## src/include/dsi_pkg.sv

```systemverilog
package dsi_pkg;

   // ***************************************************************
   // Target addressing and byte layout
   // ***************************************************************
   // Seven-bit target address with the select pin low and high.
   localparam logic [6:0] ADDR_PIN_LOW = 7'h08;
   localparam logic [6:0] ADDR_PIN_HIGH = 7'h09;
   // Bit of the written or read byte that picks the system register.
   localparam int SEL_BIT = 7;
   // Stored configuration fields of the two system registers.
   localparam int CFG1_W = 6;
   localparam int CFG1_LSB = 1;
   localparam int CFG2_W = 5;
   localparam int CFG2_LSB = 2;
   // Live status bit positions in the read byte.
   localparam int OVL_BIT = 0;
   localparam int OTEMP_BIT = 1;
   // Bit counter value of the last bit of a byte.
   localparam logic [2:0] LAST_BIT = 3'h7;
   localparam logic [5:0] CFG1_RST = 6'h00;
   localparam logic [4:0] CFG2_RST = 5'h00;

   // ***************************************************************
   // Synchronised pin vector
   // ***************************************************************
   localparam int PIN_W = 7;
   localparam int PIN_SCL = 0;
   localparam int PIN_SDA = 1;
   localparam int PIN_GOOD = 2;
   localparam int PIN_ASEL = 3;
   localparam int PIN_OVL1 = 4;
   localparam int PIN_OVL2 = 5;
   localparam int PIN_OTEMP = 6;
   // Idle level of each pin: clock and data rest high on the pull-up.
   // Resetting the synchronisers to it avoids false bus edges at release.
   localparam logic [PIN_W-1:0] PIN_IDLE = 7'h03;

   // ***************************************************************
   // Software register port and interrupt events
   // ***************************************************************
   localparam logic [1:0] REG_CFG1 = 2'h0;
   localparam logic [1:0] REG_CFG2 = 2'h1;
   localparam logic [1:0] REG_STATUS = 2'h2;
   localparam logic [1:0] REG_MASK = 2'h3;
   localparam int EVT_W = 4;
   localparam int EVT_OVL1 = 0;
   localparam int EVT_OVL2 = 1;
   localparam int EVT_OTEMP = 2;
   localparam int EVT_WRITE = 3;
   localparam logic [3:0] EVT_RST = 4'h0;

   // Serial engine states, one-hot.
   typedef enum logic [7:0] {
      ST_IDLE = 8'h01,
      ST_ADDR = 8'h02,
      ST_ADDR_ACK = 8'h04,
      ST_WR_DATA = 8'h08,
      ST_WR_ACK = 8'h10,
      ST_RD_DATA = 8'h20,
      ST_RD_ACK = 8'h40,
      ST_IGNORE = 8'h80
   } dsi_state_t;

endpackage

```

## src/include/dsi_core_if.sv

```systemverilog
`timescale 1ns/1ps
interface dsi_core_if;
   logic [dsi_pkg::PIN_W-1:0] pin_raw;
   logic [dsi_pkg::PIN_W-1:0] pin_sync;
   logic [dsi_pkg::EVT_W-1:0] evt;
   logic [dsi_pkg::EVT_W-1:0] status;
   logic [dsi_pkg::EVT_W-1:0] mask;
   logic [dsi_pkg::EVT_W-1:0] mask_wdata;
   logic stat_clr;
   logic mask_wr;

   modport syn (input pin_raw, output pin_sync);
   modport core (output pin_raw, input pin_sync, output evt,
      output stat_clr, output mask_wr, output mask_wdata,
      input status, input mask);
   modport irq (input evt, input stat_clr, input mask_wr,
      input mask_wdata, output status, output mask);
endinterface

```

## src/verilog/dsi_top.sv

```systemverilog
// Design decisions made here: the strobed register port and the register offsets.
`timescale 1ns/1ps
module dsi_top (
   input wire logic mclk, // System clock, 50 MHz.
   input wire logic srst, // Synchronous reset, active high.
   input wire logic scl_in, // Serial clock pin level.
   input wire logic sda_in, // Serial data pin level.
   output logic sda_out, // Serial data drive value, always low.
   output logic sda_oe, // Serial data pull-low enable.
   input wire logic supply_good, // Undervoltage lockout released.
   input wire logic addr_sel, // Address select pin.
   input wire logic overload_one, // Channel one overload.
   input wire logic overload_two, // Channel two overload.
   input wire logic overtemp, // Thermal shutdown active.
   output logic [5:0] cfg_one, // Channel one configuration.
   output logic [4:0] cfg_two, // Channel two configuration.
   input wire logic [1:0] reg_addr, // Register port address.
   input wire logic [7:0] reg_wdata, // Register port write data.
   input wire logic reg_wr, // Register write strobe.
   input wire logic reg_rd, // Register read strobe.
   output logic [7:0] reg_rdata, // Read data, cycle after strobe.
   output logic irq // Interrupt, active high.
);

   dsi_core_if cif ();
   dsi_pkg::dsi_state_t state_ff;
   dsi_pkg::dsi_state_t nxt_state;
   logic scl_prev_ff;
   logic sda_prev_ff;
   logic [2:0] bit_cnt_ff;
   logic [7:0] shift_ff;
   logic byte_full_ff;
   logic rw_ff;
   logic acked_ff;
   logic sel_ff;
   logic [dsi_pkg::CFG1_W-1:0] cfg_one_ff;
   logic [dsi_pkg::CFG2_W-1:0] cfg_two_ff;
   logic [2:0] flag_prev_ff;
   logic [7:0] reg_rdata_ff;
   logic scl_s;
   logic sda_s;
   logic good_s;
   logic asel_s;
   logic ovl1_s;
   logic ovl2_s;
   logic otemp_s;
   logic scl_rise;
   logic scl_fall;
   logic start_seen;
   logic stop_seen;
   logic addr_hit;
   logic wr_commit;
   logic [7:0] rd_byte;

   // ***************************************************************
   // Pin synchronisation and interrupt block
   // ***************************************************************
   assign cif.pin_raw = {overtemp, overload_two, overload_one, addr_sel,
      supply_good, sda_in, scl_in};

   dsi_sync u_sync (
      .mclk (mclk),
      .srst (srst),
      .pins (cif.syn)
   );

   dsi_irq u_irq (
      .mclk (mclk),
      .srst (srst),
      .ev (cif.irq),
      .irq (irq)
   );

   assign scl_s = cif.pin_sync[dsi_pkg::PIN_SCL];
   assign sda_s = cif.pin_sync[dsi_pkg::PIN_SDA];
   assign good_s = cif.pin_sync[dsi_pkg::PIN_GOOD];
   assign asel_s = cif.pin_sync[dsi_pkg::PIN_ASEL];
   assign ovl1_s = cif.pin_sync[dsi_pkg::PIN_OVL1];
   assign ovl2_s = cif.pin_sync[dsi_pkg::PIN_OVL2];
   assign otemp_s = cif.pin_sync[dsi_pkg::PIN_OTEMP];

   // ***************************************************************
   // Bus condition detection
   // ***************************************************************
   // Previous synchronised levels give the edges of clock and data.
   always_ff @(posedge mclk) begin
      if (srst) begin
         scl_prev_ff <= 1'b1;
         sda_prev_ff <= 1'b1;
      end else begin
         scl_prev_ff <= scl_s;
         sda_prev_ff <= sda_s;
      end
   end

   assign scl_rise = scl_s & ~scl_prev_ff;
   assign scl_fall = ~scl_s & scl_prev_ff;
   // Start and stop are data edges while the clock stays high.
   assign start_seen = scl_s & scl_prev_ff & sda_prev_ff & ~sda_s;
   assign stop_seen = scl_s & scl_prev_ff & ~sda_prev_ff & sda_s;

   // The select pin supplies the low address bit.
   assign addr_hit = (shift_ff[7:1] ==
      (asel_s ? dsi_pkg::ADDR_PIN_HIGH : dsi_pkg::ADDR_PIN_LOW));

   // Read byte: top bit names the register, low bits carry live flags.
   always_comb begin
      if (sel_ff) begin
         rd_byte = {1'b1, cfg_two_ff, otemp_s, ovl2_s};
      end else begin
         rd_byte = {1'b0, cfg_one_ff, ovl1_s};
      end
   end

   // ***************************************************************
   // Serial engine
   // ***************************************************************
   // Next state; start and stop override any bit-level progress.
   always_comb begin
      nxt_state = state_ff;
      if (!good_s) begin
         nxt_state = dsi_pkg::ST_IDLE;
      end else if (start_seen) begin
         nxt_state = dsi_pkg::ST_ADDR;
      end else if (stop_seen) begin
         nxt_state = dsi_pkg::ST_IDLE;
      end else if (scl_fall) begin
         unique case (state_ff)
            dsi_pkg::ST_IDLE, dsi_pkg::ST_IGNORE: begin
               nxt_state = state_ff;
            end
            dsi_pkg::ST_ADDR: begin
               if (byte_full_ff) begin
                  nxt_state = addr_hit ? dsi_pkg::ST_ADDR_ACK
                     : dsi_pkg::ST_IGNORE;
               end
            end
            dsi_pkg::ST_ADDR_ACK: begin
               nxt_state = rw_ff ? dsi_pkg::ST_RD_DATA
                  : dsi_pkg::ST_WR_DATA;
            end
            dsi_pkg::ST_WR_DATA: begin
               if (byte_full_ff) begin
                  nxt_state = dsi_pkg::ST_WR_ACK;
               end
            end
            dsi_pkg::ST_WR_ACK: begin
               nxt_state = dsi_pkg::ST_IGNORE;
            end
            dsi_pkg::ST_RD_DATA: begin
               if (bit_cnt_ff == dsi_pkg::LAST_BIT) begin
                  nxt_state = dsi_pkg::ST_RD_ACK;
               end
            end
            dsi_pkg::ST_RD_ACK: begin
               nxt_state = acked_ff ? dsi_pkg::ST_RD_DATA
                  : dsi_pkg::ST_IGNORE;
            end
            default: begin
               nxt_state = dsi_pkg::ST_IDLE;
            end
         endcase
      end
   end

   always_ff @(posedge mclk) begin
      if (srst) begin
         state_ff <= dsi_pkg::ST_IDLE;
      end else begin
         state_ff <= nxt_state;
      end
   end

   // Bit counter and shift register; receive on rise, send on fall.
   always_ff @(posedge mclk) begin
      if (srst) begin
         bit_cnt_ff <= 3'h0;
         shift_ff <= 8'h00;
         byte_full_ff <= 1'b0;
      end else if (start_seen) begin
         bit_cnt_ff <= 3'h0;
         byte_full_ff <= 1'b0;
      end else if (scl_rise && (state_ff == dsi_pkg::ST_ADDR ||
            state_ff == dsi_pkg::ST_WR_DATA)) begin
         shift_ff <= {shift_ff[6:0], sda_s};
         bit_cnt_ff <= bit_cnt_ff + 3'h1;
         byte_full_ff <= (bit_cnt_ff == dsi_pkg::LAST_BIT);
      end else if (scl_fall) begin
         byte_full_ff <= 1'b0;
         if (nxt_state == dsi_pkg::ST_RD_DATA &&
               state_ff != dsi_pkg::ST_RD_DATA) begin
            shift_ff <= rd_byte;
            bit_cnt_ff <= 3'h0;
         end else if (state_ff == dsi_pkg::ST_RD_DATA) begin
            shift_ff <= {shift_ff[6:0], 1'b0};
            bit_cnt_ff <= bit_cnt_ff + 3'h1;
         end else if (state_ff == dsi_pkg::ST_ADDR_ACK) begin
            bit_cnt_ff <= 3'h0;
         end
      end
   end

   // Direction bit is the last address bit received.
   always_ff @(posedge mclk) begin
      if (srst) begin
         rw_ff <= 1'b0;
      end else if (state_ff == dsi_pkg::ST_ADDR && scl_fall &&
            byte_full_ff) begin
         rw_ff <= shift_ff[0];
      end
   end

   // The master's ninth bit: low means another byte is wanted.
   always_ff @(posedge mclk) begin
      if (srst) begin
         acked_ff <= 1'b0;
      end else if (state_ff == dsi_pkg::ST_RD_ACK && scl_rise) begin
         acked_ff <= ~sda_s;
      end
   end

   // Pull low for acknowledges and for zero data bits only; the line
   // is released in every other state, so a nack leaves it free.
   assign sda_out = 1'b0;
   assign sda_oe = good_s & ((state_ff == dsi_pkg::ST_ADDR_ACK) |
      (state_ff == dsi_pkg::ST_WR_ACK) |
      ((state_ff == dsi_pkg::ST_RD_DATA) & ~shift_ff[7]));

   // ***************************************************************
   // System registers
   // ***************************************************************
   assign wr_commit = (state_ff == dsi_pkg::ST_WR_DATA) & scl_fall &
      byte_full_ff & good_s & ~start_seen & ~stop_seen;

   // Held at zero without supply, so every enable bit starts low and
   // the master can raise it once the rest of the channel is valid.
   always_ff @(posedge mclk) begin
      if (srst || !good_s) begin
         cfg_one_ff <= dsi_pkg::CFG1_RST;
         cfg_two_ff <= dsi_pkg::CFG2_RST;
         sel_ff <= 1'b0;
      end else if (wr_commit) begin
         sel_ff <= shift_ff[dsi_pkg::SEL_BIT];
         if (shift_ff[dsi_pkg::SEL_BIT]) begin
            cfg_two_ff <= shift_ff[dsi_pkg::CFG2_LSB +:
               dsi_pkg::CFG2_W];
         end else begin
            cfg_one_ff <= shift_ff[dsi_pkg::CFG1_LSB +:
               dsi_pkg::CFG1_W];
         end
      end
   end

   assign cfg_one = cfg_one_ff;
   assign cfg_two = cfg_two_ff;

   // ***************************************************************
   // Software register port and events
   // ***************************************************************
   // Previous flag levels turn rising protection flags into events.
   always_ff @(posedge mclk) begin
      if (srst) begin
         flag_prev_ff <= 3'h0;
      end else begin
         flag_prev_ff <= {otemp_s, ovl2_s, ovl1_s};
      end
   end

   assign cif.evt[dsi_pkg::EVT_OVL1] = ovl1_s & ~flag_prev_ff[0];
   assign cif.evt[dsi_pkg::EVT_OVL2] = ovl2_s & ~flag_prev_ff[1];
   assign cif.evt[dsi_pkg::EVT_OTEMP] = otemp_s & ~flag_prev_ff[2];
   assign cif.evt[dsi_pkg::EVT_WRITE] = wr_commit;
   assign cif.stat_clr = reg_rd & (reg_addr == dsi_pkg::REG_STATUS);
   assign cif.mask_wr = reg_wr & (reg_addr == dsi_pkg::REG_MASK);
   assign cif.mask_wdata = reg_wdata[dsi_pkg::EVT_W-1:0];

   // Read data stand for the one cycle after the read strobe.
   always_ff @(posedge mclk) begin
      if (srst || !reg_rd) begin
         reg_rdata_ff <= 8'h00;
      end else begin
         unique case (reg_addr)
            dsi_pkg::REG_CFG1: reg_rdata_ff <= {2'h0, cfg_one_ff};
            dsi_pkg::REG_CFG2: reg_rdata_ff <= {3'h0, cfg_two_ff};
            dsi_pkg::REG_STATUS: reg_rdata_ff <= {4'h0, cif.status};
            dsi_pkg::REG_MASK: reg_rdata_ff <= {4'h0, cif.mask};
         endcase
      end
   end

   assign reg_rdata = reg_rdata_ff;
endmodule

```

## src/verilog/dsi_sync.sv

```systemverilog
`timescale 1ns/1ps
module dsi_sync (
   input wire logic mclk, // System clock.
   input wire logic srst, // Synchronous reset, active high.
   dsi_core_if.syn pins // Raw pins in, synchronised pins out.
);

   // ***************************************************************
   // Two-stage synchronisers
   // ***************************************************************
   // The first stage feeds only the second, so metastability settles
   // before any decoding logic sees the level.
   genvar gi;
   generate
      for (gi = 0; gi < dsi_pkg::PIN_W; gi++) begin : g_bit
         logic meta_ff;
         logic stab_ff;
         always_ff @(posedge mclk) begin
            if (srst) begin
               meta_ff <= dsi_pkg::PIN_IDLE[gi];
               stab_ff <= dsi_pkg::PIN_IDLE[gi];
            end else begin
               meta_ff <= pins.pin_raw[gi];
               stab_ff <= meta_ff;
            end
         end
         assign pins.pin_sync[gi] = stab_ff;
      end
   endgenerate

endmodule

```

## src/verilog/dsi_irq.sv

```systemverilog
`timescale 1ns/1ps
module dsi_irq (
   input wire logic mclk, // System clock.
   input wire logic srst, // Synchronous reset, active high.
   dsi_core_if.irq ev, // Events, clear and mask write.
   output logic irq // Level interrupt, active high.
);

   logic [dsi_pkg::EVT_W-1:0] status_ff;
   logic [dsi_pkg::EVT_W-1:0] mask_ff;

   // Sticky status; a new event in the clearing cycle survives.
   always_ff @(posedge mclk) begin
      if (srst) begin
         status_ff <= dsi_pkg::EVT_RST;
      end else if (ev.stat_clr) begin
         status_ff <= ev.evt;
      end else begin
         status_ff <= status_ff | ev.evt;
      end
   end

   // Mask register, one enable per status bit.
   always_ff @(posedge mclk) begin
      if (srst) begin
         mask_ff <= dsi_pkg::EVT_RST;
      end else if (ev.mask_wr) begin
         mask_ff <= ev.mask_wdata;
      end
   end

   assign ev.status = status_ff;
   assign ev.mask = mask_ff;
   assign irq = |(status_ff & mask_ff);
endmodule

```

## config.mk

```make
export PLATFORM = sky130hd
export DESIGN_NAME = dsi_top
export DESIGN_NICKNAME = d
export VERILOG_FILES = /design/src/include/dsi_pkg.sv /design/src/include/dsi_core_if.sv /design/src/verilog/dsi_top.sv /design/src/verilog/dsi_sync.sv /design/src/verilog/dsi_irq.sv
export SDC_FILE = /design/constraint.sdc
export NUM_CORES = 1
export LEC_CHECK = 0
export CORE_MARGIN = 4
export CORE_UTILIZATION = 40
export CTS_BUF_LIST = sky130_fd_sc_hd__clkbuf_16
export CTS_CLUSTER_DIAMETER = 120
export DETAILED_ROUTE_END_ITERATION = 8
export DONT_BUFFER_PORTS = 1
export HOLD_SLACK_MARGIN = 0.12
export MAX_ROUTING_LAYER = met4
export SLEW_MARGIN = 20
export SYNTH_ARGS = -nofsm -noshare
export SYNTH_HDL_FRONTEND = slang
export SYNTH_HIERARCHICAL = 1
export SYNTH_SLANG_ARGS = --single-unit
export TNS_END_PERCENT = 30
```

## constraint.sdc

```tcl
create_clock -name mclk -period 3.11 [get_ports mclk]
set_input_delay 0.1555 -clock mclk [delete_from_list [all_inputs] [get_ports mclk]]
set_output_delay 0.1555 -clock mclk [all_outputs]
set_load 0.05 [all_outputs]
```

* After elaboration in Yosys (flattened, before gate mapping) *
Index checks and enable logic that the tools add are counted.

operators by class
  $add $sub $neg = 1
  eq/ne operators = 15
  multiplexer cells = 26
  bitwise gates (word level) = 33
  reduce and logical (&&, ||, !) cells = 21

operator list
  cell                  count
  $mux W8               14
  $pmux W8 S7           1
  $pmux W8 S4           1
  $and A1 B1 Y1         19
  $eq A8 B6 Y1 const B  2
  $mux W3               5
  $not A1 Y1            10
  $eq A8 B1 Y1 const B  1
  $eq A8 B2 Y1 const B  1
  $eq A8 B3 Y1 const B  1
  $eq A8 B4 Y1 const B  1
  $eq A8 B5 Y1 const B  1
  $eq A8 B7 Y1 const B  1
  $eq A8 B8 Y1 const B  1
  $ne A8 B6 Y1 const B  1
  $eq A7 B4 Y1          1
  $mux W6               1
  $reduce_and A2 Y1     3
  $logic_and A1 B1 Y1   5
  $and A4 B4 Y4         1
  $eq A2 B2 Y1 const B  2
  $mux W4               1
  $or A4 B4 Y4          1
  $reduce_bool A4 Y1    1
  13 further kinds      20

word-level totals
  register bits = 69
  input port bits = 21
  output and inout bits = 22
  word-level logic and storage cells = 125

* Logic depth before layout (Yosys ltp) *
  word-level depth = 14
  gate-level depth with buffers = 10
  mapped depth without buffers = 8

* By module *
The synthesis kept the hierarchy.

by module, submodules not included
  module    times used  cells an instance  area an instance (um^2)  seq. area each (um^2)
  dsi_top   1           283                2523.7                   900.9
  dsi_sync  1           36                 436.7                    280.3
  dsi_irq   1           33                 310.3                    160.2

* Worst setup path before layout *
OpenSTA, ideal clock, no wires.

  path type = flip-flop to flip-flop
  start point = register state_ff[3]
  end point = register bit_cnt_ff[0]
  data arrival time = 2.435 ns
  required time = 2.978 ns
  path slack = 0.543 ns
  stages on the path, launching flop included = 10
  period minus slack after synthesis = 2.567 ns
  cell sequence = dfxtp_1 buf_6 or4_1 buf_2 or4_1 o211ai_2 a22oi_2 or3_4 a31oi_4 o32ai_1

on the way
  longest elaborated chain between the ends = 12
  elaborated cells between the ends (all ways) = 29

RTL lines
  what                                                 line            text
  from (decl)                                          dsi_top.sv:26   dsi_pkg::dsi_state_t state_ff;
  from (signal assigned)                               dsi_top.sv:168  state_ff <= dsi_pkg::ST_IDLE;
  from (signal assigned)                               dsi_top.sv:170  state_ff <= nxt_state;
  $eq A8 B1 Y1 / $eq A8 B8 Y1 (equally long branches)  dsi_top.sv:128  unique case (state_ff)
  $reduce_or A2 Y1                                     dsi_top.sv:128
  $pmux W8 S7                                          dsi_top.sv:128
  $mux W8                                              dsi_top.sv:127  end else if (scl_fall) begin
  $mux W8                                              dsi_top.sv:125  end else if (stop_seen) begin
  $mux W8                                              dsi_top.sv:123  end else if (start_seen) begin
  $mux W8                                              dsi_top.sv:121  if (!good_s) begin
  $eq A8 B6 Y1                                         dsi_top.sv:190  if (nxt_state == dsi_pkg::ST_RD_DATA &&
  $logic_and A1 B1 Y1                                  dsi_top.sv:190
  $mux W3                                              dsi_top.sv:190
  $mux W3                                              dsi_top.sv:188  end else if (scl_fall) begin
  $mux W3                                              dsi_top.sv:183  end else if (scl_rise && (state_ff == dsi_pkg::ST_ADDR ||
  to (signal assigned)                                 dsi_top.sv:186  bit_cnt_ff <= bit_cnt_ff + 3'h1;
  to (signal assigned)                                 dsi_top.sv:196  bit_cnt_ff <= bit_cnt_ff + 3'h1;
  to (decl)                                            dsi_top.sv:30   logic [2:0] bit_cnt_ff;

Several ways; a longest one is shown, not always the timed one. The select of a mux whose other input is x is not followed.
A chain may end at the register's enable or synchronous reset.

* Worst setup path after layout *
  start point = register state_ff[2]
  end point = register shift_ff[3]

on the way
  longest elaborated chain between the ends = 12
  elaborated cells between the ends (all ways) = 28

RTL lines
  what                                                 line            text
  $eq A8 B1 Y1 / $eq A8 B8 Y1 (equally long branches)  dsi_top.sv:128
  $reduce_or A2 Y1                                     dsi_top.sv:128
  $pmux W8 S7                                          dsi_top.sv:128
  $mux W8                                              dsi_top.sv:127
  $mux W8                                              dsi_top.sv:125
  $mux W8                                              dsi_top.sv:123
  $mux W8                                              dsi_top.sv:121
  $eq A8 B6 Y1                                         dsi_top.sv:190
  $logic_and A1 B1 Y1                                  dsi_top.sv:190
  $mux W8                                              dsi_top.sv:190
  $mux W8                                              dsi_top.sv:188
  $mux W8                                              dsi_top.sv:183
  to (signal assigned)                                 dsi_top.sv:185  shift_ff <= {shift_ff[6:0], sda_s};
  to (signal assigned)                                 dsi_top.sv:192  shift_ff <= rd_byte;
  to (signal assigned)                                 dsi_top.sv:195  shift_ff <= {shift_ff[6:0], 1'b0};
  to (decl)                                            dsi_top.sv:31   logic [7:0] shift_ff;

Several ways; a longest one is shown, not always the timed one. The select of a mux whose other input is x is not followed.

==> run metrics <==
clk root buf=clkbuf_16; Max-Cap Viols=0; Worst Clk Skew=between 0.008 and 0.009 ns; grt ovf=0; CP endpoint kind=register; synth-to-layout area growth=15.26%; sequential area share after synthesis=between 40% and 50%; Fillers=a little under 800; HP Class=input port to register; placed cells=about 440; Slew HR=between 50% and 60%; CTS tree=yes; Worst setup SP type=register; peak supply drop=396.1 µV; Die Span Y=approximately 100 µm; fin cells=~470; die width=about 98 µm; final net count=approximately 390; Slowest-stage cell, CP=or4_1; H-Tree Level Count=3; FP Rows=32; Syn Area/Cell=roughly 9.3 µm²; I/O pin count=43; cells after synthesis=around 350; Skew-Pair Late Insertion Delay=~0.33 ns; first-pass GRT wire length=12680 µm; post-DP HPWL=5324 µm; commonest non-fill, non-tap cells in the layout=dfxtp_1, nor2_1, nand2_1, mux2i_1, nor2b_1; CTS buffer count=9; Synth async-reset ratio=0%; RSZ-0062 raised after global routing=no; GP Congestion=roughly 0.90; yosys warns=6; DRT iter0 DRCs=roughly 180; Post-Syn Area=about 0.0033 mm²; layout cells sized above 1=between 10% and 20%; register bit count reported by yosys=67; drt total wl=7623 µm; postcts setup bufs=0; Resized cells post-CTS=0; Setup Crit Path Kind=register to register; P per Cell Area=546.1 mW/mm²; CP Data Required Time=~3.3 ns; DRC Markers=0; Starting Density=approximately two fifths; P_leak=between 0.001 and 0.0015 µW; core footprint=0.007848 mm²; actual slew at the worst max-slew pin=0.6252 ns; number of synthesized flops with an enable pin=0; Routed Antenna Nets=0; Tot GR Track Use=between 15 and 20%; WL per Instance=16.25 µm; Fin Setup TNS=0 ns; CP dominant cell by count=buf_4; die outline area=around 0.0097 mm²; fmax=approximately 350 MHz; CP peak stage delay=roughly 0.64 ns; Unique masters post-synth=65; Final min period=between 2 and 3 ns; Worst Path Max Fanout=7; initial antenna violation count=0; outcome=completed; Vias/cell=around 5.4; # port buffers=0; clk slew on worst S/H paths=around 0.060 ns; Final Slew Violations=0; Setup-failing EPs final=0; vias in the first global route=approximately 2500; placed instance area=0.003264 mm²; drt first pass iters=6; fin area=~0.0038 mm²; clk sinks=67; Max clock buf depth=2; most common cell after layout, fill and taps aside=dfxtp_1; fin crit share=roughly nine tenths; Crit path arrival time=between 3 and 4 ns; vias=approximately 2500; predominant post-synthesis flop cell=dfxtp_1; largest net degree at the start of global routing=43; diode count=0; worst-path cell chain=or4_1, o41ai_1, nand3b_1, o2bb2ai_2, nor3_2, buf_4, buf_4, mux2i_1, a22o_1; final count of hold timing violations=0
==> metal layers <==
metal / part of all wire, % / track usage (%) / vias to the layer above
met2: 48 / 26.05 / 73
met5: 0 / - / -
met1: 45 / 21.39 / 1210
met4: 0.83 / 4.622 / 0
li1: - / - / 1251
met3: 5.5 / 5.732 / 9
==> state kept, by name, summed over array words and instances (netlist names) <==
register and cells:
scl_prev_ff 1, state_ff 8, bit_cnt_ff 3, acked_ff 1, sda_prev_ff 1, u_irq/ev.status 4
cfg_one 6, rw_ff 1, u_irq/ev.mask 4, byte_full_ff 1, flag_prev_ff 3, reg_rdata 6
shift_ff 8, cfg_two 5, u_sync/g_bit.stab_ff 7, sel_ff 1, u_sync/g_bit.meta_ff 7
==> logic make-up after synthesis <==
| logic type | count (synthesis) | synth area share, % |
|---|---|---|
| AND/OR/NAND/NOR | 139 | 23.22 |
| flip-flops | 67 | 41.01 |
| XOR/XNOR | 6 | 1.607 |
| buffers and inverters | 42 | 8.110 |
| multiplexers | 31 | 11.09 |
| other | 1 | 0.1147 |
| adder cells (fa/ha/maj) | 2 | 0.7650 |
| AO/OA/AOI/OAI | 64 | 14.08 |
==> critical path: cells and delay by family (launching register included) <==
family	cells	cell delay [ns]
DFF	1	0.31
buffers and inverters	2	0.33
AOI/OAI and AO/OA	3	0.93
muxes	1	0.09
and+or+nand+nor	3	1.05
==> power breakdown <==
part           internal, µW  switching (µW)  total, µW  leakage (µW)
Sequential              873            10.8        884      0.000544
Clock                   708             390       1100      0.000160
Combinational          36.3            40.3       76.6      0.000671
Total                  1620             441       2060       0.00138
==> cells in the mapped netlist, types with 2 or more instances <==
library cell   n  area share (%)
buf_4         10             2.3
nand2_1       26             3.0
or2_2          3            0.57
xnor2_1        3            0.80
a31oi_1        2            0.38
buf_1          2            0.23
nand2b_1       7             1.3
o21ai_1        2            0.31
or4_1          5             1.1
nand4b_1       2            0.54
mux4_2         4             2.8
mux2_2         2            0.69
a2111o_1       2            0.69
o21a_1         3            0.69
clkbuf_1       7            0.80
nor3_1         9             1.4
nor2_1        33             3.8
buf_2          3            0.46
a22oi_1        2            0.46
a21o_1         2            0.46
nor2b_1       18             3.4
mux2i_1       25             7.7
nand3_1        3            0.46
nand3b_1       3            0.69
xor2_1         3            0.80
buf_6          7             2.4
o21ai_0       14             2.1
a22o_1         5             1.3
dfxtp_1       67              41
or2_1          4            0.76
nor4_1         7             1.3
nor4b_1        3            0.80
or3_1          2            0.38
inv_1         11             1.3
ha_1           2            0.76
and2b_1        4            0.92
a21oi_1       17             2.6
==> metrics by stage <==
| step | setup WS, ns | hold slack [ns] | total power [µW] | utilization (%) |
|---|---|---|---|---|
| after floorplan | 0.5430 | 0.2526 | 963.4 | - |
| after global placement | 0.3158 | 0.2311 | 951.0 | 41.60 |
| after detailed placement | 0.2986 | 0.2315 | 951.9 | 41.60 |
| after CTS | 0.2876 | 0.1202 | 2084 | 48.04 |
| after global routing | 0.1048 | 0.1554 | 2130 | 48.04 |
| final | 0.2909 | 0.1491 | 2059 | 48.04 |
==> layout make-up <==
type	count	area (µm²)	share of cell area [%]
clock inverters	7	100.1	2.655
clock buffers	9	225.2	5.974
repair buffers	28	262.8	6.970
multi-input cells	245	1672	44.34
flip-flops and latches	67	1341	35.58
well taps	102	127.6	3.385
inverters	11	41.29	1.095
==> what timing repair did <==
item                                   CTS  global route
setup endpoints to repair                0             0
hold buffers                            17             0
endpoints found under the hold margin   47             0
==> path summary, 6_finish.rpt <==
kind	from	endpoint	slack, ns	cells after the start
hold reg to reg	u_sync/g_bit[0].meta_ff	u_sync/g_bit[0].stab_ff	0.40	1
setup reg to reg	state_ff[2]	shift_ff[3]	0.29	9
setup / recovery	state_ff[2]	shift_ff[3]	0.29	9
hold / removal	reg_addr[0]	reg_rdata[1]	0.15	2
Note: power is estimated with default switching activity, not from simulation.
